<file path="src/tif_regs.svh">
// Register offsets, field positions and defaults of the tag event block
// Included by the package-aware design files and by the assertion module
`ifndef TIF_REGS_SVH
`define TIF_REGS_SVH

`define TIF_ADDR_MASK_LOW 8'h08
`define TIF_ADDR_MASK_HIGH 8'h09
`define TIF_ADDR_FLAGS_LOW 8'h0A
`define TIF_ADDR_FLAGS_HIGH 8'h0B

`define TIF_FLAGS_RESET 8'h00
`define TIF_MASK_RESET 8'hFF

`define TIF_BIT_POWERUP 7
`define TIF_BIT_WAKEUP 6
`define TIF_BIT_SLEEP 5
`define TIF_BIT_RD_WROTE 4
`define TIF_BIT_RD_READ 3
`define TIF_BIT_RX_END 2
`define TIF_BIT_TX_END 1
`define TIF_BIT_FIELD_EXIT 0

`define TIF_BIT_RX_START 7
`define TIF_BIT_FRAMING 6
`define TIF_BIT_PARITY 5
`define TIF_BIT_CHECKSUM 4
`define TIF_BIT_BUF_FAULT 3
`define TIF_BIT_HOST_EEWR 2
`define TIF_BIT_EE_ACCESS 1
`define TIF_BIT_ACC_ABORT 0

`endif

</file>
<file path="src/tif_pkg.sv">
// Types shared by the tag event block
// Assumes the register header is included alongside
package tif_pkg;
    typedef logic [7:0] tif_byte_t;
    typedef logic [15:0] tif_events_t;
    typedef enum logic [1:0] {
        TIF_LOAD_WAIT = 2'b00,
        TIF_LOAD_RUN = 2'b01
    } tif_load_t;
endpackage

</file>
<file path="src/tif_reg_if.sv">
// Register access group between the top and the flag bank
// Assumes one clock domain
`timescale 1ns/1ps
interface tif_reg_if;
    logic rd_en;
    logic wr_en;
    logic [7:0] addr;
    logic [7:0] wdata;
    modport bank (input rd_en, input wr_en, input addr, input wdata);
    modport host (output rd_en, output wr_en, output addr, output wdata);
endinterface

</file>
<file path="src/tif_flag_bank.sv">
// Sticky clear-on-read event flags, sixteen sources in two bytes
// Assumes events are one-cycle pulses synchronous to the clock
`timescale 1ns/1ps
`include "tif_regs.svh"
module tif_flag_bank
    import tif_pkg::*;
(
    input wire logic clk_in,                // Core clock
    input wire logic rst_n_in,              // Synchronised reset
    input wire logic soft_clear_in,         // Set-default clear
    tif_reg_if.bank reg_bus,                // Register access
    input wire tif_events_t events_in,      // Event pulses, high byte = reg 1
    output tif_events_t flags_out           // Current flags
);
    tif_events_t flags_q;
    tif_events_t flags_d;
    logic rd_low;
    logic rd_high;

    assign rd_low = reg_bus.rd_en && reg_bus.addr == `TIF_ADDR_FLAGS_LOW;
    assign rd_high = reg_bus.rd_en && reg_bus.addr == `TIF_ADDR_FLAGS_HIGH;

    // --------------------------------------------------------------
    // Flag update, set wins over read clear
    // --------------------------------------------------------------
    always_comb begin
        flags_d = flags_q;
        if (rd_low) begin
            flags_d[7:0] = `TIF_FLAGS_RESET;
        end
        if (rd_high) begin
            flags_d[15:8] = `TIF_FLAGS_RESET;
        end
        if (soft_clear_in) begin
            flags_d = {`TIF_FLAGS_RESET, `TIF_FLAGS_RESET};
        end
        flags_d = flags_d | events_in;
    end

    always_ff @(posedge clk_in or negedge rst_n_in) begin
        if (!rst_n_in) begin
            flags_q <= {`TIF_FLAGS_RESET, `TIF_FLAGS_RESET};
        end else begin
            flags_q <= flags_d;
        end
    end

    assign flags_out = flags_q;
endmodule

</file>
<file path="src/tif_event_ctrl.sv">
// Tag event flags, masks and interrupt line
// Assumes register accesses arrive as one-cycle strobes on the core clock
//
// Behaviour
// - Masks gate only the interrupt line
// - Masked events are still recorded
// - Masks load from stored configuration bytes
// - Reset or set-default clears both flag registers
// - Reading a flag register clears it
// - Power-up and listed commands set bit 7
// - Entering selected state sets wake-up flag
// - Reader sleep request sets sleep flag
// - Reader data write sets bit 4
// - Reader data read sets bit 3
// - Buffered reception end sets bit 2
// - Buffered transmission end sets bit 1
// - Buffered reception start sets high bit 7
// - Framing fault sets high bit 6
// - Parity fault sets high bit 5
// - Checksum mismatch sets high bit 4
// - Errors add to normal receive flags
// - Buffer over/underflow sets high bit 3
// - Host EEPROM write done sets high bit 2
// - Protected or missing address sets high bit 1
// - Access control abort sets high bit 0
`timescale 1ns/1ps
`include "tif_regs.svh"
module tif_event_ctrl
    import tif_pkg::*;
(
    input wire logic core_clk_in,               // 125 MHz core clock
    input wire logic resetn_in,                 // Async reset, active low
    input wire logic set_default_in,            // Set-default command pulse
    input wire logic mask_cfg_valid_in,         // Stored config bytes valid
    input wire logic [7:0] stored_mask_config_low_in,  // Default mask low
    input wire logic [7:0] stored_mask_config_high_in, // Default mask high
    input wire logic reg_rd_in,                 // Register read strobe
    input wire logic reg_wr_in,                 // Register write strobe
    input wire logic [7:0] reg_addr_in,         // Register address
    input wire logic [7:0] reg_wdata_in,        // Write data
    output logic [7:0] reg_rdata_out,           // Read data, registered
    input wire logic powerup_event_in,          // Power-up or field appears
    input wire logic mode_cmd_done_in,          // Sleep/sense/default done
    input wire logic selected_wakeup_event_in,  // Entered selected state
    input wire logic sleep_req_event_in,        // Reader sleep request
    input wire logic reader_wrote_data_event_in, // Reader updated data area
    input wire logic reader_read_data_event_in, // Reader read data area
    input wire logic rx_start_in,               // Reception start
    input wire logic rx_end_in,                 // Reception end
    input wire logic rx_to_buffer_in,           // Frame goes to buffer
    input wire logic tx_end_in,                 // Transmission end
    input wire logic tx_from_buffer_in,         // Response from buffer
    input wire logic field_exit_in,             // Field disappeared
    input wire logic framing_err_in,            // Broken byte or coding
    input wire logic parity_err_in,             // Parity fault
    input wire logic checksum_err_in,           // Checksum mismatch
    input wire logic buffer_fault_event_in,     // Overflow or underflow
    input wire logic host_eewr_done_in,         // Host EEPROM write done
    input wire logic ee_access_err_in,          // Protected/missing address
    input wire logic acc_abort_in,              // Access control abort
    output logic irq_out                        // Physical interrupt line
);
    logic rst_sync1_q;
    logic rst_sync2_q;
    logic rst_n;
    tif_load_t load_q;
    tif_byte_t mask_low_q;
    tif_byte_t mask_high_q;
    tif_events_t events;
    tif_events_t flags;
    logic irq_q;

    tif_reg_if reg_bus ();

    // ----------------------------------------------------------------
    // Reset release
    // ----------------------------------------------------------------
    always_ff @(posedge core_clk_in or negedge resetn_in) begin
        if (!resetn_in) begin
            rst_sync1_q <= 1'b0;
            rst_sync2_q <= 1'b0;
        end else begin
            rst_sync1_q <= 1'b1;
            rst_sync2_q <= rst_sync1_q;
        end
    end
    assign rst_n = rst_sync2_q;

    function automatic logic addr_hit(input logic [7:0] a, input logic [7:0] target);
        return a == target;
    endfunction

    // ----------------------------------------------------------------
    // Event sources
    // ----------------------------------------------------------------
    always_comb begin
        events = '0;
        events[`TIF_BIT_POWERUP] = powerup_event_in | mode_cmd_done_in | set_default_in;
        events[`TIF_BIT_WAKEUP] = selected_wakeup_event_in;
        events[`TIF_BIT_SLEEP] = sleep_req_event_in;
        events[`TIF_BIT_RD_WROTE] = reader_wrote_data_event_in;
        events[`TIF_BIT_RD_READ] = reader_read_data_event_in;
        events[`TIF_BIT_RX_END] = rx_end_in & rx_to_buffer_in;
        events[`TIF_BIT_TX_END] = tx_end_in & tx_from_buffer_in;
        events[`TIF_BIT_FIELD_EXIT] = field_exit_in;
        events[8 + `TIF_BIT_RX_START] = rx_start_in & rx_to_buffer_in;
        // Errors are independent of the normal receive flags
        events[8 + `TIF_BIT_FRAMING] = framing_err_in;
        events[8 + `TIF_BIT_PARITY] = parity_err_in;
        events[8 + `TIF_BIT_CHECKSUM] = checksum_err_in;
        events[8 + `TIF_BIT_BUF_FAULT] = buffer_fault_event_in;
        events[8 + `TIF_BIT_HOST_EEWR] = host_eewr_done_in;
        events[8 + `TIF_BIT_EE_ACCESS] = ee_access_err_in;
        events[8 + `TIF_BIT_ACC_ABORT] = acc_abort_in;
    end

    assign reg_bus.rd_en = reg_rd_in;
    assign reg_bus.wr_en = reg_wr_in;
    assign reg_bus.addr = reg_addr_in;
    assign reg_bus.wdata = reg_wdata_in;

    tif_flag_bank u_flags (
        .clk_in(core_clk_in),
        .rst_n_in(rst_n),
        .soft_clear_in(set_default_in),
        .reg_bus(reg_bus),
        .events_in(events),
        .flags_out(flags)
    );

    // ----------------------------------------------------------------
    // Masks, loaded from configuration after reset and each set-default, then host writable
    // ----------------------------------------------------------------
    always_ff @(posedge core_clk_in or negedge rst_n) begin
        if (!rst_n) begin
            load_q <= TIF_LOAD_WAIT;
        end else begin
            unique case (load_q)
                TIF_LOAD_WAIT: begin
                    if (mask_cfg_valid_in) begin
                        load_q <= TIF_LOAD_RUN;
                    end
                end
                TIF_LOAD_RUN: begin
                    if (set_default_in) begin
                        load_q <= TIF_LOAD_WAIT;
                    end
                end
                default: begin
                    load_q <= TIF_LOAD_WAIT;
                end
            endcase
        end
    end

    always_ff @(posedge core_clk_in or negedge rst_n) begin
        if (!rst_n) begin
            mask_low_q <= `TIF_MASK_RESET;
            mask_high_q <= `TIF_MASK_RESET;
        end else if (load_q == TIF_LOAD_WAIT) begin
            if (mask_cfg_valid_in) begin
                mask_low_q <= stored_mask_config_low_in;
                mask_high_q <= stored_mask_config_high_in;
            end
        end else if (reg_wr_in) begin
            if (addr_hit(reg_addr_in, `TIF_ADDR_MASK_LOW)) begin
                mask_low_q <= reg_wdata_in;
            end
            if (addr_hit(reg_addr_in, `TIF_ADDR_MASK_HIGH)) begin
                mask_high_q <= reg_wdata_in;
            end
        end
    end

    // ----------------------------------------------------------------
    // Read data
    // ----------------------------------------------------------------
    always_ff @(posedge core_clk_in or negedge rst_n) begin
        if (!rst_n) begin
            reg_rdata_out <= 8'h00;
        end else if (reg_rd_in) begin
            if (addr_hit(reg_addr_in, `TIF_ADDR_MASK_LOW)) begin
                reg_rdata_out <= mask_low_q;
            end else if (addr_hit(reg_addr_in, `TIF_ADDR_MASK_HIGH)) begin
                reg_rdata_out <= mask_high_q;
            end else if (addr_hit(reg_addr_in, `TIF_ADDR_FLAGS_LOW)) begin
                reg_rdata_out <= flags[7:0];
            end else if (addr_hit(reg_addr_in, `TIF_ADDR_FLAGS_HIGH)) begin
                reg_rdata_out <= flags[15:8];
            end else begin
                reg_rdata_out <= 8'h00;
            end
        end
    end

    // ----------------------------------------------------------------
    // Interrupt line
    // ----------------------------------------------------------------
    always_ff @(posedge core_clk_in or negedge rst_n) begin
        if (!rst_n) begin
            irq_q <= 1'b0;
        end else begin
            irq_q <= |(flags & ~{mask_high_q, mask_low_q});
        end
    end
    assign irq_out = irq_q;
endmodule

</file>
<file path="config.mk">
export PLATFORM = sky130hd
export DESIGN_NAME = tif_event_ctrl
export DESIGN_NICKNAME = d
export VERILOG_FILES = /design/src/tif_pkg.sv /design/src/tif_reg_if.sv /design/src/tif_flag_bank.sv /design/src/tif_event_ctrl.sv
export VERILOG_INCLUDE_DIRS = /design/src /design/src/src
export SDC_FILE = /design/constraint.sdc
export NUM_CORES = 1
export LEC_CHECK = 0
export ABC_AREA = 1
export BUFFER_PORTS_ARGS = -buffer_cell sky130_fd_sc_hd__buf_2
export CORE_AREA = 2 2 73 68
export DETAILED_ROUTE_END_ITERATION = 6
export DIE_AREA = 0 0 75 70
export GPL_ROUTABILITY_DRIVEN = 0
export PLACE_DENSITY_LB_ADDON = 0.12
export SLEW_MARGIN = 20
export SYNTH_ARGS = -nofsm -noshare
export SYNTH_HDL_FRONTEND = slang
export SYNTH_SLANG_ARGS = --single-unit
export TNS_END_PERCENT = 1
</file>
<file path="constraint.sdc">
create_clock -name core_clk_in -period 3.42 [get_ports core_clk_in]
set_input_delay 0.513 -clock core_clk_in [delete_from_list [all_inputs] [get_ports core_clk_in]]
set_output_delay 0.513 -clock core_clk_in [all_outputs]
set_load 0.01 [all_outputs]
</file>
Yosys cells after proc, flatten, opt, wreduce, memory -nomap -nowiden
Index checks and enable logic that the tools add are counted.
{"block": "totals", "input_bits": 57, "out_inout_bits": 9, "regBits": 45, "elab_cells": 51}
{"block": "classes", "bitwise_logic": 8, "reduce_logical": 10, "eq_ne": 7, "muxes": 18}
{"operator": "$mux W8", "count": 14}
{"operator": "$eq A8 B4 Y1 const B", "count": 4}
{"operator": "$and A16 B16 Y16", "count": 1}
{"operator": "$mux W16", "count": 1}
{"operator": "$not A16 Y16", "count": 1}
{"operator": "$or A16 B16 Y16", "count": 1}
{"operator": "$reduce_or A16 Y1", "count": 1}
{"operator": "$reduce_and A3 Y1", "count": 2}
{"operator": "$reduce_bool A2 Y1", "count": 3}
{"operator": "$mux W2", "count": 2}
{"operator": "$ne A2 B2 Y1 const B", "count": 2}
{"operator": "$pmux W2 S2", "count": 1}
{"operator": "$and A1 B1 Y1", "count": 3}
{"operator": "$eq A2 B1 Y1 const B", "count": 1}
{"operator": "$logic_and A1 B1 Y1", "count": 2}
{"operator": "$logic_not A2 Y1", "count": 1}
{"operator": "$or A1 B1 Y1", "count": 2}
{"operator": "$reduce_and A2 Y1", "count": 1}

Logic depth before layout (Yosys ltp)
{"block": "depth", "word_depth": 5, "ltp_mapped": 8, "ltp_nobuf": 8}

Cells and area by module
Synthesis repeated with hierarchy kept, for this count alone.
{"block": "unflattened", "cells_unflattened": 345, "area_unflattened_um2": 2596.2}
{"mod": "tif_event_ctrl", "seq_area_each_um2": 720.7, "n_inst": 1, "cells_each": 234, "area_each_um2": 1771.7}
{"mod": "tif_flag_bank", "seq_area_each_um2": 400.4, "n_inst": 1, "cells_each": 111, "area_each_um2": 824.5}

Worst setup path after synthesis
Ideal clock, no wire load.
{"block": "synth_timing", "path_kind": "input to register", "start": "input port reg_addr_in[0]", "end": "register u_flags.flags_q[0] (netlist: u_flags.flags_out[0])", "setup_ns": 0.120, "n_path_buf": 0, "t_required_ns": 3.300, "arrival_ns": 1.239, "path_slack_ns": 2.060, "path_stages": 5, "cell_sequence": "inv_2 -> nand2_1 -> nor2_4 -> nand3_4 -> a31o_2"}
{"block": "synth_between", "elab_chain_cells": 5}
{"element": "start: declaration", "line_no": "tif_event_ctrl.sv:39", "text": "input wire logic [7:0] reg_addr_in,"}
{"element": "$eq A8 B4 Y1"}
{"element": "$logic_and A1 B1 Y1 (no line)"}
{"element": "$mux W8", "line_no": "tif_flag_bank.sv:28", "text": "if (rd_low) begin"}
{"element": "$mux W16", "line_no": "tif_flag_bank.sv:34", "text": "if (soft_clear_in) begin"}
{"element": "$or A16 B16 Y16", "line_no": "tif_flag_bank.sv:37", "text": "flags_d = flags_d | events_in;"}
{"element": "via u_flags.flags_d[0]", "line_no": "tif_flag_bank.sv:16", "text": "tif_events_t flags_d;"}
{"element": "end signal: assignment", "line_no": "tif_flag_bank.sv:42", "text": "flags_q <= {`TIF_FLAGS_RESET, `TIF_FLAGS_RESET};"}
{"element": "end signal: assignment", "line_no": "tif_flag_bank.sv:44", "text": "flags_q <= flags_d;"}
{"element": "end: declaration", "line_no": "tif_flag_bank.sv:15", "text": "tif_events_t flags_q;"}
The timed path passes the listed nets, and every way through them passes these cells.
A chain may end at the register's enable or synchronous reset.

Worst setup path after layout
{"block": "layout_timing", "start": "register load_q[0]", "end": "register mask_high_q[6]"}
{"block": "layout_between", "elab_chain_cells": 3, "word_cells_on_any_way": 6, "classes_between": "eq/ne (1); mux (1); reduce/logical (4)"}
{"element": "start: declaration", "line_no": "tif_event_ctrl.sv:66", "text": "tif_load_t load_q;"}
{"element": "start signal: assignment", "line_no": "tif_event_ctrl.sv:136", "text": "load_q <= TIF_LOAD_WAIT;"}
{"element": "start signal: assignment", "line_no": "tif_event_ctrl.sv:141", "text": "load_q <= TIF_LOAD_RUN;"}
{"element": "start signal: assignment", "line_no": "tif_event_ctrl.sv:146", "text": "load_q <= TIF_LOAD_WAIT;"}
{"element": "$logic_not A2 Y1 (*)", "line_no": "tif_event_ctrl.sv:160", "text": "end else if (load_q == TIF_LOAD_WAIT) begin"}
{"element": "$ne A2 B2 Y1 (no line) / $reduce_bool A2 Y1 (equally long branches)"}
{"element": "$reduce_and A3 Y1 (no line)"}
{"element": "end signal: assignment", "line_no": "tif_event_ctrl.sv:159", "text": "mask_high_q <= `TIF_MASK_RESET;"}
{"element": "end signal: assignment", "line_no": "tif_event_ctrl.sv:163", "text": "mask_high_q <= stored_mask_config_high_in;"}
{"element": "end signal: assignment", "line_no": "tif_event_ctrl.sv:170", "text": "mask_high_q <= reg_wdata_in;"}
{"element": "end: declaration", "line_no": "tif_event_ctrl.sv:68", "text": "tif_byte_t mask_high_q;"}
Mark *: on every way between the ends. The rest lies on a longest branch, timed or not.

==> flow_summary.ini <==
[die]
die_area_um2 = 5250
coreArea_um2 = 4590
initial_utilization = 0.525
io_pins = 66
rows = 24
fp.dieW_um = 75
die_y_um = 70

[power]
leakage_uw = 0.00152
p_per_area_nw_per_um2 = 494
ir_drop_mv = 0.351

[final_layout]
nNetsFinal = 420
diodes = 0
area_delta_synth_final_pct = 20.0
drive_above_1_share = 0.332
fin_util = 0.629

[sta]
min_period_over_period = 0.570
skew_ps = 10.6
drv_slew = 0
finalCriticalPeriod_ps = 1950
fmax_ghz = 0.513
timing.final.ws_setup_ps = 1470
hold_viol = 0
tns_ps = 0
whs_ps = 265
rsz0062_at_grt = no
tightest_slew_ps = 826
finalSetupViolations = 0
relSlewSlack = 0.449

[yosys]
syn-instance-count = 297
synth_fp_nets = 354
yosys_warnings = 0
synth_common_cells = nand2_1 (84), nand3_1 (43), inv_1 (38)
ys_seq_area_frac = 0.465
synth_top_area_cell = dfrtp_1
synth-seq-cells = 44
synthArstFlopShare = 1.00
syn_area_um2 = 2410
synth_flop_cell = dfrtp_1
synth_edf_count = 0
synth.area.top_cells = dfrtp_1 (29%), dfstp_2 (17%), nand2_1 (13%)
synth_most_common_cell = nand2_1
avgSynthCellArea_um2 = 8.11
yosysUniqueCellTypes = 28
synth_top_area_share = 0.291

[routing]
drtAntennaViolNets = 0
dr.pass1.iters = 4
vias = 2235
drtIter0Drc = 209
wl_per_cell_um = 13.5
drc = 0
drt_wl_total_mm = 5.79
vias_per_cell = 5.21

[critical_path]
slowest_delay_ps = 890
critical_path_class = reg2reg
endpoint_kind = register
start_kind = register
crit_chain = nor2_1 > a21oi_4 > nand2_4 > nand2_1 > nand2_1
path_buf_inv = 0
worstPathMaxFanout = 29
crit_top_cell = nand2_1
crit_family = flip-flops
crit_required_ps = 3660
critPathArrivalTime_ps = 2180
critPathSlowestCell = dfrtp_1

[cts]
cts_buffers = 5
insertion_delay_ps = 310
clkSinkCount = 44
cts_tree = built
cts_buffer_depth = 2
post_cts_buffers = 0
clkTransAtPathRegs_ps = 90
htree_num_levels = 2
cts_resized = 0
cts_root_buffer = clkbuf_8

[global_routing]
grt_pass1_wl_mm = 9.53
grt_use_total = 0.241
grt_use_met2 = 0.347
grt_util_met1 = 0.366
grt_most_used_layer = met1
grt_max_degree = 30
grt_antenna_before_repair = 0
grt.overflow.total = 0
grt_use_met3 = 0.0462
grt_pass1_vias = 1987

[job]
drv_cap = 0

[placement]
dpl.hpwl_mm = 4.42
place_ws_ps = 1480
portBuffers = 65

[status]
status = finished, final reports clean

[worst_hold_path]
hp-class = reg2async
[area by class of cell]
cell class	instances	area (µm²)
clock inverter	3	46.3
timing repair buffer	67	343
sequential	44	1120
fill	408	1700
tap	65	81.3
multi-input combinational	203	1070
inverter	42	158
clock buffer	5	68.8
[timing repair]
action	4_1_cts	5_1_grt
endpoints found under the hold margin	2	0
setup endpoints to repair	0	0
hold buffers	1	0
[kinds of logic after synthesis]
group                  Yosys count  synth area share
AOI/OAI and AO/OA               52             0.142
buffers and inverters           50            0.0893
DFF                             44             0.465
other                            1           0.00156
and+or+nand+nor                150             0.302
[power by group]
group          switching, µW  leakage [µW]  internal, µW
logic                    164      0.000964           109
registers               88.1      0.000497           654
clock network            191     0.0000548           220
total                    444       0.00152           983
[through the flow]
stage / total power [µW] / area (µm²) / std cells
3_3_place_gp: 1010 / 2770 / 420
4_1_cts: 1430 / 2890 / 429
2_1_floorplan: 922 / 2410 / 297
6_report: 1430 / 2890 / 429
5_1_grt: 1510 / 2890 / 429
3_5_place_dp: 1020 / 2770 / 420
[registers in the layout, summed over array words and instances, names as in the netlist]
register	flops
rst_n	1
load_q	1
irq_out	1
mask_low_q	8
rst_sync1_q	1
reg_rdata_out	8
u_flags.flags_out	16
mask_high_q	8
[metal layers]
metal / wire [µm] / vias to the layer above
met1: 2600 / 1030
li1: - / 1114
met5: 0 / -
met2: 2630 / 81
met3: 463 / 10
met4: 87 / 0
[cells in the final DEF, fill, tap and decap left out]
| cell type | synthesis | layout |
|---|---|---|
| nor3_1 | 1 | 1 |
| a21oi_1 | 11 | 11 |
| nor2_1 | 5 | 5 |
| o22ai_1 | 2 | 2 |
| conb_1 | 1 | 1 |
| nand3_4 | 2 | 2 |
| nand2_4 | 3 | 3 |
| clkbuf_8 | 0 | 5 |
| dlygate4sd3_1 | 0 | 1 |
| a21oi_4 | 1 | 1 |
| nand2_2 | 2 | 2 |
| dfstp_2 | 16 | 16 |
| nand4_1 | 3 | 3 |
| buf_4 | 1 | 1 |
| o211ai_1 | 8 | 8 |
| nand3_2 | 2 | 2 |
| nor2_4 | 4 | 4 |
| clkinvlp_4 | 0 | 1 |
| o21ai_0 | 17 | 17 |
| inv_1 | 38 | 38 |
| dfrtp_1 | 28 | 28 |
| a31o_2 | 12 | 12 |
| inv_2 | 4 | 4 |
| nand2_1 | 84 | 84 |
| o21ai_2 | 1 | 1 |
| inv_6 | 0 | 1 |
| bufinv_16 | 0 | 1 |
| nand3b_1 | 1 | 1 |
| buf_2 | 1 | 65 |
| nand3_1 | 43 | 43 |
[path summary, 6_finish.rpt]
kind / start / end / slack, ps / cells after the start
max: load_q[0]$_DFFE_PN0P_ / mask_high_q[6]$_DFFE_PN1P_ / 1470 / 5
min: rst_n$_DFF_PN0_ / reg_rdata_out[4]$_DFFE_PN0P_ / 270 / 0
max reg2reg: load_q[0]$_DFFE_PN0P_ / mask_high_q[6]$_DFFE_PN1P_ / 1470 / 5
min reg2reg: rst_n$_DFF_PN0_ / reg_rdata_out[4]$_DFFE_PN0P_ / 270 / 0
max in group asynchronous: rst_n$_DFF_PN0_ / mask_high_q[6]$_DFFE_PN1P_ / 2320 / 1
min in group core_clk_in: rst_sync1_q$_DFF_PN0_ / rst_n$_DFF_PN0_ / 370 / 0
Note: power is estimated with default switching activity, not from simulation.
